File: src/include/dpc_consts.vh
`ifndef DPC_CONSTS_VH
`define DPC_CONSTS_VH

// serial word layout
`define DPC_WORD_W        21
`define DPC_DATA_W        17
`define DPC_ADDR_W        4
`define DPC_ADDR_MSB      3
`define DPC_DATA_MSB      20
`define DPC_DATA_LSB      4

// latch addresses carried in the trailing four bits
`define DPC_ADDR_CTRL     4'h0
`define DPC_ADDR_PMAIN    4'h1
`define DPC_ADDR_PREF     4'h2
`define DPC_ADDR_AMAIN    4'h3
`define DPC_ADDR_AREF     4'h4

// control word field positions within the 17-bit data field
`define DPC_TEST_HI       16
`define DPC_TEST_LO       15
`define DPC_LOCK_P_BIT    14
`define DPC_LOCK_A_BIT    13
`define DPC_RATIO_HI_BIT  12
`define DPC_RATIO_LO_BIT  11
`define DPC_SOFT_P_BIT    9
`define DPC_SOFT_A_BIT    8

// coefficient widths
`define DPC_PMAIN_W       17
`define DPC_PREF_W        11
`define DPC_AMAIN_W       14
`define DPC_AREF_W        11

// reset values
`define DPC_RST_TEST      2'h0
`define DPC_RST_LOCK_SEL  2'h0
`define DPC_RST_RATIO     2'h0
`define DPC_RST_SOFT_PD   1'h0
`define DPC_RST_PMAIN     17'h00000
`define DPC_RST_PREF      11'h000
`define DPC_RST_AMAIN     14'h0000
`define DPC_RST_AREF      11'h000

// pump current multiples of the bias current
`define DPC_AUX_MULT      6'h04
`define DPC_NORM_MULT_HI  6'h04
`define DPC_NORM_MULT_LO  6'h02
`define DPC_FAST_MULT_00  6'h10
`define DPC_FAST_MULT_01  6'h20
`define DPC_FAST_MULT_10  6'h18
`define DPC_FAST_MULT_11  6'h20

// synchroniser bundle width
`define DPC_SYNC_W        8

`endif

File: src/design/dpc_top.v
`timescale 1ns/100ps
`include "dpc_consts.vh"

module dpc_top (
	// system clock and reset
	input  wire                    sys_clk,
	input  wire                    reset,
	// three-wire programming bus
	input  wire                    prog_clk,
	input  wire                    prog_data,
	input  wire                    prog_enable_n,
	// hardware control pins
	input  wire                    principal_hw_powerdown,
	input  wire                    auxiliary_hw_powerdown,
	input  wire                    speedup,
	// phase error pulses from the two phase detectors
	input  wire                    principal_phase_err,
	input  wire                    auxiliary_phase_err,
	// lock pin, open drain
	output reg                     lock_pin_out,
	output reg                     lock_pin_oe,
	// divider coefficients
	output reg  [`DPC_PMAIN_W-1:0] principal_main_coeff,
	output reg  [`DPC_PREF_W-1:0]  principal_ref_coeff,
	output reg  [`DPC_AMAIN_W-1:0] auxiliary_main_coeff,
	output reg  [`DPC_AREF_W-1:0]  auxiliary_ref_coeff,
	// decoded control word
	output reg  [1:0]              test_bits,
	output reg                     lock_sel_principal,
	output reg                     lock_sel_auxiliary,
	output reg                     pump_ratio_hi,
	output reg                     pump_ratio_lo,
	output reg                     principal_soft_powerdown,
	output reg                     auxiliary_soft_powerdown,
	// loop enables and divider restart pulses
	output reg                     principal_div_en,
	output reg                     auxiliary_div_en,
	output reg                     principal_div_sync,
	output reg                     auxiliary_div_sync,
	// pump enables and current multiples
	output reg                     principal_normal_pump_out,
	output reg                     principal_speedup_pump_out,
	output reg                     auxiliary_pump_out,
	output reg  [5:0]              principal_normal_mult,
	output reg  [5:0]              principal_speedup_mult,
	output reg  [5:0]              auxiliary_pump_mult
);

	// normal principal pump multiple for a ratio code
	function [5:0] norm_mult;
		input [1:0] code;
		begin
			if (code[1])
				norm_mult = `DPC_NORM_MULT_LO;
			else
				norm_mult = `DPC_NORM_MULT_HI;
		end
	endfunction

	// fast principal pump multiple for a ratio code
	function [5:0] fast_mult;
		input [1:0] code;
		begin
			case (code)
			2'h0: fast_mult = `DPC_FAST_MULT_00;
			2'h1: fast_mult = `DPC_FAST_MULT_01;
			2'h2: fast_mult = `DPC_FAST_MULT_10;
			default: fast_mult = `DPC_FAST_MULT_11;
			endcase
		end
	endfunction

	// reset values of the two-bit fields, split into single-bit outputs
	// by bit-select so no bits are dropped silently
	localparam [1:0] RST_LOCK  = `DPC_RST_LOCK_SEL;
	localparam [1:0] RST_RATIO = `DPC_RST_RATIO;

	// phase error of one loop as the lock pin sees it; a powered-down
	// loop reports nothing, so a stale detector pulse stays hidden
	function gated_err;
		input err;
		input pd;
		begin
			gated_err = err & ~pd;
		end
	endfunction

	// synchronised copies of every pin
	wire [`DPC_SYNC_W-1:0] pins_sync;
	wire                   sclk_s;
	wire                   sdata_s;
	wire                   sen_n_s;
	wire                   hw_pd_p_s;
	wire                   hw_pd_a_s;
	wire                   speedup_s;
	wire                   perr_p_s;
	wire                   perr_a_s;

	dpc_sync u_sync (
		.sys_clk  (sys_clk),
		.reset    (reset),
		.async_in ({auxiliary_phase_err, principal_phase_err, speedup,
		            auxiliary_hw_powerdown, principal_hw_powerdown,
		            prog_enable_n, prog_data, prog_clk}),
		.sync_out (pins_sync)
	);

	assign sclk_s    = pins_sync[0];
	assign sdata_s   = pins_sync[1];
	assign sen_n_s   = pins_sync[2];
	assign hw_pd_p_s = pins_sync[3];
	assign hw_pd_a_s = pins_sync[4];
	assign speedup_s = pins_sync[5];
	assign perr_p_s  = pins_sync[6];
	assign perr_a_s  = pins_sync[7];

	// previous samples for edge detection
	reg                   sclk_prev_reg;
	reg                   sen_n_prev_reg;
	reg [`DPC_WORD_W-1:0] shift_reg;
	reg [`DPC_WORD_W-1:0] shift_next;
	reg [2:0]             settle_reg;

	wire sclk_rise;
	wire en_rise;
	wire edges_valid;

	// the synchroniser clears to 0, yet the idle enable pin is high, so
	// the first samples after reset would look like an enable rise and
	// load a word nobody sent; edges count only once the synchroniser
	// and the edge history both hold real pin samples
	assign edges_valid = settle_reg[2];
	assign sclk_rise   = sclk_s & ~sclk_prev_reg & edges_valid;
	assign en_rise     = sen_n_s & ~sen_n_prev_reg & edges_valid;

	// word fields
	wire [`DPC_DATA_W-1:0] word_data;
	wire [`DPC_ADDR_W-1:0] word_addr;

	assign word_data = shift_reg[`DPC_DATA_MSB:`DPC_DATA_LSB];
	assign word_addr = shift_reg[`DPC_ADDR_MSB:0];

	// shifting: new bit enters at lsb so the first bit ends up at the top
	always @* begin
		shift_next = shift_reg;
		if (sclk_rise && !sen_n_s)
			shift_next = {shift_reg[`DPC_WORD_W-2:0], sdata_s};
	end

	// edge history and the programming register; no clock count check
	always @(posedge sys_clk) begin
		if (reset) begin
			settle_reg     <= 3'h0;
			sclk_prev_reg  <= 1'b0;
			sen_n_prev_reg <= 1'b1;
			shift_reg      <= {`DPC_WORD_W{1'b0}};
		end else begin
			// fills with ones over the three clocks after reset
			settle_reg     <= {settle_reg[1:0], 1'b1};
			sclk_prev_reg  <= sclk_s;
			sen_n_prev_reg <= sen_n_s;
			shift_reg      <= shift_next;
		end
	end

	// load the addressed latch at the inactive edge of enable;
	// clock pulses alone never change a latch
	always @(posedge sys_clk) begin
		if (reset) begin
			test_bits                <= `DPC_RST_TEST;
			lock_sel_principal       <= RST_LOCK[1];
			lock_sel_auxiliary       <= RST_LOCK[0];
			pump_ratio_hi            <= RST_RATIO[1];
			pump_ratio_lo            <= RST_RATIO[0];
			principal_soft_powerdown <= `DPC_RST_SOFT_PD;
			auxiliary_soft_powerdown <= `DPC_RST_SOFT_PD;
			principal_main_coeff     <= `DPC_RST_PMAIN;
			principal_ref_coeff      <= `DPC_RST_PREF;
			auxiliary_main_coeff     <= `DPC_RST_AMAIN;
			auxiliary_ref_coeff      <= `DPC_RST_AREF;
		end else if (en_rise) begin
			case (word_addr)
			`DPC_ADDR_CTRL: begin
				// test bits stored as written; zeros are normal use
				test_bits <= word_data[`DPC_TEST_HI:`DPC_TEST_LO];
				lock_sel_principal       <= word_data[`DPC_LOCK_P_BIT];
				lock_sel_auxiliary       <= word_data[`DPC_LOCK_A_BIT];
				pump_ratio_hi            <= word_data[`DPC_RATIO_HI_BIT];
				pump_ratio_lo            <= word_data[`DPC_RATIO_LO_BIT];
				principal_soft_powerdown <= word_data[`DPC_SOFT_P_BIT];
				auxiliary_soft_powerdown <= word_data[`DPC_SOFT_A_BIT];
			end
			`DPC_ADDR_PMAIN: begin
				principal_main_coeff <= word_data[`DPC_PMAIN_W-1:0];
			end
			`DPC_ADDR_PREF: begin
				principal_ref_coeff <= word_data[`DPC_PREF_W-1:0];
			end
			`DPC_ADDR_AMAIN: begin
				auxiliary_main_coeff <= word_data[`DPC_AMAIN_W-1:0];
			end
			`DPC_ADDR_AREF: begin
				auxiliary_ref_coeff <= word_data[`DPC_AREF_W-1:0];
			end
			default: begin
				// unused address: nothing is touched
			end
			endcase
		end
	end

	// effective power-down of each loop; soft bits come straight from
	// the latch and pins through the synchroniser, so a soft power-down
	// acts two clocks sooner than a pin
	wire pd_p;
	wire pd_a;
	wire [1:0] ratio;

	assign pd_p  = hw_pd_p_s | principal_soft_powerdown;
	assign pd_a  = hw_pd_a_s | auxiliary_soft_powerdown;
	assign ratio = {pump_ratio_hi, pump_ratio_lo};

	// divider and pump enables; restart pulse when a loop wakes up.
	// the pulse comes from the enable history so a soft and a hard
	// release in the same cycle still give only one restart.
	// the pulse lasts one clock; the dividers must clear their counts
	// on it, otherwise the loop restarts with a random phase
	always @(posedge sys_clk) begin
		if (reset) begin
			principal_div_en           <= 1'b0;
			auxiliary_div_en           <= 1'b0;
			principal_div_sync         <= 1'b0;
			auxiliary_div_sync         <= 1'b0;
			principal_normal_pump_out  <= 1'b0;
			principal_speedup_pump_out <= 1'b0;
			auxiliary_pump_out         <= 1'b0;
		end else begin
			principal_div_en           <= ~pd_p;
			principal_normal_pump_out  <= ~pd_p;
			principal_speedup_pump_out <= ~pd_p & speedup_s;
			auxiliary_div_en           <= ~pd_a;
			auxiliary_pump_out         <= ~pd_a;
			principal_div_sync <= ~pd_p & ~principal_div_en;
			auxiliary_div_sync <= ~pd_a & ~auxiliary_div_en;
		end
	end

	// principal pump current multiples follow the ratio code at all times; the auxiliary one stays fixed
	always @(posedge sys_clk) begin
		if (reset) begin
			principal_normal_mult  <= norm_mult(`DPC_RST_RATIO);
			principal_speedup_mult <= fast_mult(`DPC_RST_RATIO);
			auxiliary_pump_mult    <= `DPC_AUX_MULT;
		end else begin
			principal_normal_mult  <= norm_mult(ratio);
			principal_speedup_mult <= fast_mult(ratio);
			auxiliary_pump_mult    <= `DPC_AUX_MULT;
		end
	end

	// lock pin: open drain pulls low for the selected phase error.
	// a powered-down loop reports no error so its stale pulse is hidden
	reg lock_err;

	always @* begin
		case ({lock_sel_principal, lock_sel_auxiliary})
		2'h1: lock_err = gated_err(perr_a_s, pd_a);
		2'h2: lock_err = gated_err(perr_p_s, pd_p);
		2'h3: lock_err = gated_err(perr_a_s, pd_a) |
		                 gated_err(perr_p_s, pd_p);
		default: lock_err = 1'b0;
		endcase
	end

	always @(posedge sys_clk) begin
		if (reset) begin
			lock_pin_out <= 1'b0;
			lock_pin_oe  <= 1'b0;
		end else begin
			lock_pin_out <= 1'b0;
			lock_pin_oe  <= lock_err;
		end
	end

endmodule

File: src/design/dpc_sync.v
`timescale 1ns/100ps
`include "dpc_consts.vh"

// two-flop synchroniser for every input from outside sys_clk
module dpc_sync (
	// clock and reset
	input  wire                   sys_clk,
	input  wire                   reset,
	// asynchronous inputs and their synchronised copies
	input  wire [`DPC_SYNC_W-1:0] async_in,
	output reg  [`DPC_SYNC_W-1:0] sync_out
);

	reg [`DPC_SYNC_W-1:0] meta_reg;

	// first stage is read by the second stage only
	always @(posedge sys_clk) begin
		if (reset) begin
			meta_reg <= {`DPC_SYNC_W{1'b0}};
			sync_out <= {`DPC_SYNC_W{1'b0}};
		end else begin
			meta_reg <= async_in;
			sync_out <= meta_reg;
		end
	end

endmodule

File: config.mk
export PLATFORM = sky130hd
export DESIGN_NAME = dpc_top
export DESIGN_NICKNAME = d
export VERILOG_FILES = /design/src/design/dpc_top.v /design/src/design/dpc_sync.v
export VERILOG_INCLUDE_DIRS = /design/src /design/src/include
export SDC_FILE = /design/constraint.sdc
export NUM_CORES = 1
export LEC_CHECK = 0
export BUFFER_PORTS_ARGS = -buffer_cell sky130_fd_sc_hd__buf_2
export CORE_MARGIN = 2
export CORE_UTILIZATION = 56
export CTS_CLUSTER_SIZE = 24
export DETAILED_ROUTE_END_ITERATION = 6
export PLACE_DENSITY_LB_ADDON = 0.3
export REMOVE_ABC_BUFFERS = 1
export SLEW_MARGIN = 15
export SYNTH_ARGS = -nofsm -noshare
export SYNTH_HDL_FRONTEND = slang
export SYNTH_HIERARCHICAL = 1
export SYNTH_SLANG_ARGS = --single-unit
File: constraint.sdc
create_clock -name sys_clk -period 2.68 [get_ports sys_clk]
set_input_delay 0.402 -clock sys_clk [delete_from_list [all_inputs] [get_ports sys_clk]]
set_output_delay 0.402 -clock sys_clk [all_outputs]
set_load 0.005 [all_outputs]
==> results <==
- The number of nets in the finished design is ~500.
- Per report_power, the combinational group accounts for under 10% of the total.
- The growth of design area from synthesis to finish is 25.4%.
- The max-slew headroom at the worst pin is 36.9%.
- Sequential elements use 56.7% of the synthesized area.
- The register with the most flip-flops in the layout has 21 of them.
- Counting every sink on the clock net gives about 110.
- The required arrival time at the worst endpoint is just over 3 ns.
- The power density relative to cell area is about 810 nW/µm².
- Among all stages on the critical path, the largest delay is contributed by sky130_fd_sc_hd__nand4b_2.
- The largest incremental delay on the critical path is just over 0.6 ns.
- The root buffer selected by CTS is sky130_fd_sc_hd__clkbuf_8.
- The starting DRC count in detailed routing is 190.
- The synthesized design contains 0 enable-type register cells.
- After synthesis the cells add up to between 4000 and 5000 µm².
- After global routing the overflow that remains totals 0.
- In this run the standard cell core region covers approximately 6900 µm².
- The number of different library cells in the post-synthesis netlist is 28.
- The first global-routing pass estimated 13,300 µm of wire.
- The number of optimization iterations in the first detailed-route pass is 4.
- The mean instance size in the synthesized netlist is approximately 10 µm².
- Across every metal layer, demand over resource in global routing totals a little under a quarter.
- The floorplan die height is 88.8 µm.
- Cells with a size suffix above 1 make up 28.3% of the layout.
- The nature of the critical path endpoint is a flip-flop.
- The cell class contributing the biggest share of worst-path delay is simple AND/OR/NAND/NOR gates.
- The min-delay analysis places its worst path in the category in -> reg.
- The area share of the leading cell type in the synthesized netlist is 56.7%.
- The number of antenna violations at the first check in global routing came to 0.
- The setup TNS is 0 ns.
- The beginning of the worst register-to-register path is u_sync/sync_out[2].
- The max capacitance violation total is 0.
- Detailed placement finished with a half-perimeter wire length of slightly above 5000 µm.
- The routed length on met3 is 493 µm.
- The routed length on met1 is between 3000 and 4000 µm.
- For flop-to-flop paths, the worst setup slack is roughly 0.89 ns.
- The internal power contribution is around 0.0033 W.
- The maximum number of buffers from clock root to sink is 2.
- Measured in cells, the most critical reg-to-reg path has a length of 3.
- The critical path start-end classification is reg -> reg.
- IR analysis of the VDD net gives a maximum drop of about 0.55 mV.
- The highest layer touched by signal routing is met4.
- Sequential cells account for between 40 and 50% of the total power.
- After layout, the worst path uses 66.8% of the clock period.
- The die covers slightly below 8000 µm².
- The number of buffers added by the clock tree synthesis step is 17.
- The number of endpoints failing setup at the final stage is 0.
- The standby leakage power is between 2 and 2.5 nW.
- The total via count in the routed design is a little under 3,000.
- The data arrival time of the critical path is around 2.2 ns.
- The count of port buffers added during placement is 83.
- Once the clock tree was built, the setup fixing pass inserted 0 buffers.
- Once placement completed, the tool counted placed cells totaling approximately 560.
- The leading cell type by number of instances after synthesis is sky130_fd_sc_hd__nand2_1.
- The worst hold path begins at speedup.
- STA classifies the critical path startpoint as a flip-flop.
- The clock insertion delay at the later pin of the skew report is roughly 0.52 ns.
- The quantity of gates resized following cts is 0.
- The per-cell routed wire length is around 14 µm.
- Counting every instance in the synthesized netlist gives just over 400.
- By area the synthesized netlist is led by sky130_fd_sc_hd__dfxtp_1 (57%), sky130_fd_sc_hd__mux2i_1 (15%), sky130_fd_sc_hd__nand2_1 (11%).
- The number of antenna diodes in the final layout is 0.
- The clock tree from TritonCTS is done.
- The switching power is 0.000799 W.
- In this run the remaining antenna-violating nets after routing total 0.
- The signal on the critical path passes through and4bb_4, nand4b_2, mux2i_1.
- For this run, the number of standard cells in the final layout without fillers is 594.
- The final RePlAce weighted congestion is a little over 0.7.
- The clock network is responsible for a little under three fifths of the overall power.
- The largest fanout on the critical path is 14.
- In the synthesized netlist the dominant register cell turns out to be sky130_fd_sc_hd__dfxtp_1.
- The worst register-to-register path ends at auxiliary_main_coeff[8].
- The worst hold path passes through 2 cells.
- The starting density of the core is about three fifths.
- The count of hold buffers inserted by post-cts repair is 0.
- The total of fill cells in the finished design is between 400 and 500.
- The via count of the first global-routing pass is around 2,800.
- The switching share of power is 19.6%.
- Setup repair after global routing left no endpoint under its margin.
- Clock skew on the completed layout was measured at around 0.023 ns.
- In this run the number of H-tree levels came out at 4.
- The count of final hold-check violations is 0.
- Across the whole layout, storage elements account for 2280 µm².
- The flow ran to the end, and the final reports show no timing, DRC or antenna violations.
- The routed wire length is ~8500 µm.
- For the pin with the worst max-slew slack, the measured transition is 0.941 ns.
- The commonest cells after synthesis are sky130_fd_sc_hd__nand2_1 (120), sky130_fd_sc_hd__dfxtp_1 (114), sky130_fd_sc_hd__mux2i_1 (61), sky130_fd_sc_hd__a21oi_1 (21), sky130_fd_sc_hd__buf_4 (18).
- The critical path contains buffers and inverters numbering 0 combined.
- In the final layout, the multi-input gates occupy roughly 1500 µm².
- The placement row count is 30.
- The number of remaining DRC errors is 0.
- The post-synthesis sequential element count is about 110.
- The die span in x is 88.8 µm.
- Of all flip-flops after synthesis, the portion carrying an async set or reset was 0%.
- After detailed routing, the met2 layer carries 4320 µm of wire.
- The time the final worst path needs with I/O delays and setup is approximately 1.8 ns.
- sky130_fd_sc_hd__dfxtp_1 takes more of the synthesized area than any other cell.
- Yosys printed 6 warnings.
- The number of max-slew violations in the final report is 0.
- The end point of the most critical hold path is u_sync/meta_reg[5].
- The detailed-route vias per instance is ~5.
- After clock tree synthesis, the clock-pin slew on the worst setup and hold paths is 0.05 ns.
- Entering global routing, the biggest net connects 47 pins.
- The achievable frequency is around 560 MHz.
- For this design the top-level I/O count stands at 98.
[cell usage in the layout (no fill, tap or decap), drive strengths merged]
cell / netlist / routed
and4bb: 2 / 2
clkinv: 1 / 5
or2: 1 / 1
buf: 28 / 91
nand3b: 1 / 1
nor2: 3 / 3
inv: 2 / 3
nor3: 2 / 2
a21oi: 21 / 21
conb: 2 / 14
nand4bb: 2 / 2
nor4b: 1 / 1
bufinv: 0 / 3
nor2b: 14 / 14
nand2: 120 / 120
clkbuf: 13 / 23
nand4b: 1 / 1
and2b: 6 / 6
nand3: 4 / 4
dfxtp: 114 / 114
and2: 1 / 1
nor4: 3 / 3
clkinvlp: 0 / 1
or4b: 1 / 1
mux2i: 61 / 61
[power by group through the flow]
stage                     Combinational, W  Clock (W)  Sequential [W]
after floorplan                  0.0000335          0         0.00176
after global placement           0.0000691          0         0.00176
after detailed placement         0.0000709          0         0.00176
after CTS                        0.0000719    0.00230         0.00172
after global routing             0.0000799    0.00238         0.00172
final                            0.0000718    0.00228         0.00172
[worst reg2reg max path, delay by kind of cell (launching register included)]
kind          cells  cell delay, ns
flops             1            0.40
mux               1            0.41
simple gates      2            0.90
[cell type report]
type | count | share of cell area, %
flip-flops and latches | 114 | 45.2
multi-input cells | 258 | 30.6
clock buffers | 23 | 9.64
repair buffers | 91 | 9.42
clock inverters | 9 | 2.50
well taps | 96 | 2.38
inverters | 3 | 0.223
[through the flow]
stage	setup slack (ns)	hold WS (ns)	util, %	power, W	instance area (µm²)
2_1_floorplan	0.513	0.397	-	0.00179	3830
3_3_place_gp	1.02	0.409	64.6	0.00183	4440
3_5_place_dp	0.983	0.418	64.6	0.00183	4440
4_1_cts	0.911	0.0805	73.5	0.00409	5050
5_1_grt	0.770	0.0910	73.5	0.00418	5050
6_report	0.890	0.0902	73.5	0.00407	5050
[routing by layer]
layer,up-vias,GRT usage (%)
li1,1452,-
met5,-,0
met1,1410,26.6
met3,12,6.81
met4,0,11.8
met2,108,37.2
[worst max-delay path by stage]
stage / endpoint / cells past startpoint / startpoint / slack (ns)
CTS: auxiliary_main_coeff[8] / 3 / u_sync/sync_out[2] / 0.91
global route: shift_reg[0] / 3 / u_sync/sync_out[2] / 0.77
detailed placement: auxiliary_main_coeff[12] / 3 / shift_reg[3] / 0.98
finish: auxiliary_main_coeff[8] / 3 / u_sync/sync_out[2] / 0.89
global placement: auxiliary_ref_coeff[5] / 5 / reset / 1.02
floorplan: principal_ref_coeff[0] / 3 / reset / 0.51
[cell families after synthesis]
logic type             share of synthesized area [%]
AO/OA/AOI/OAI                                   2.61
buffers and inverters                           6.15
flip-flops                                      56.7
multiplexers                                    15.2
other                                          0.187
AND/OR/NAND/NOR                                 19.2
(Power assumes the default switching activity.)
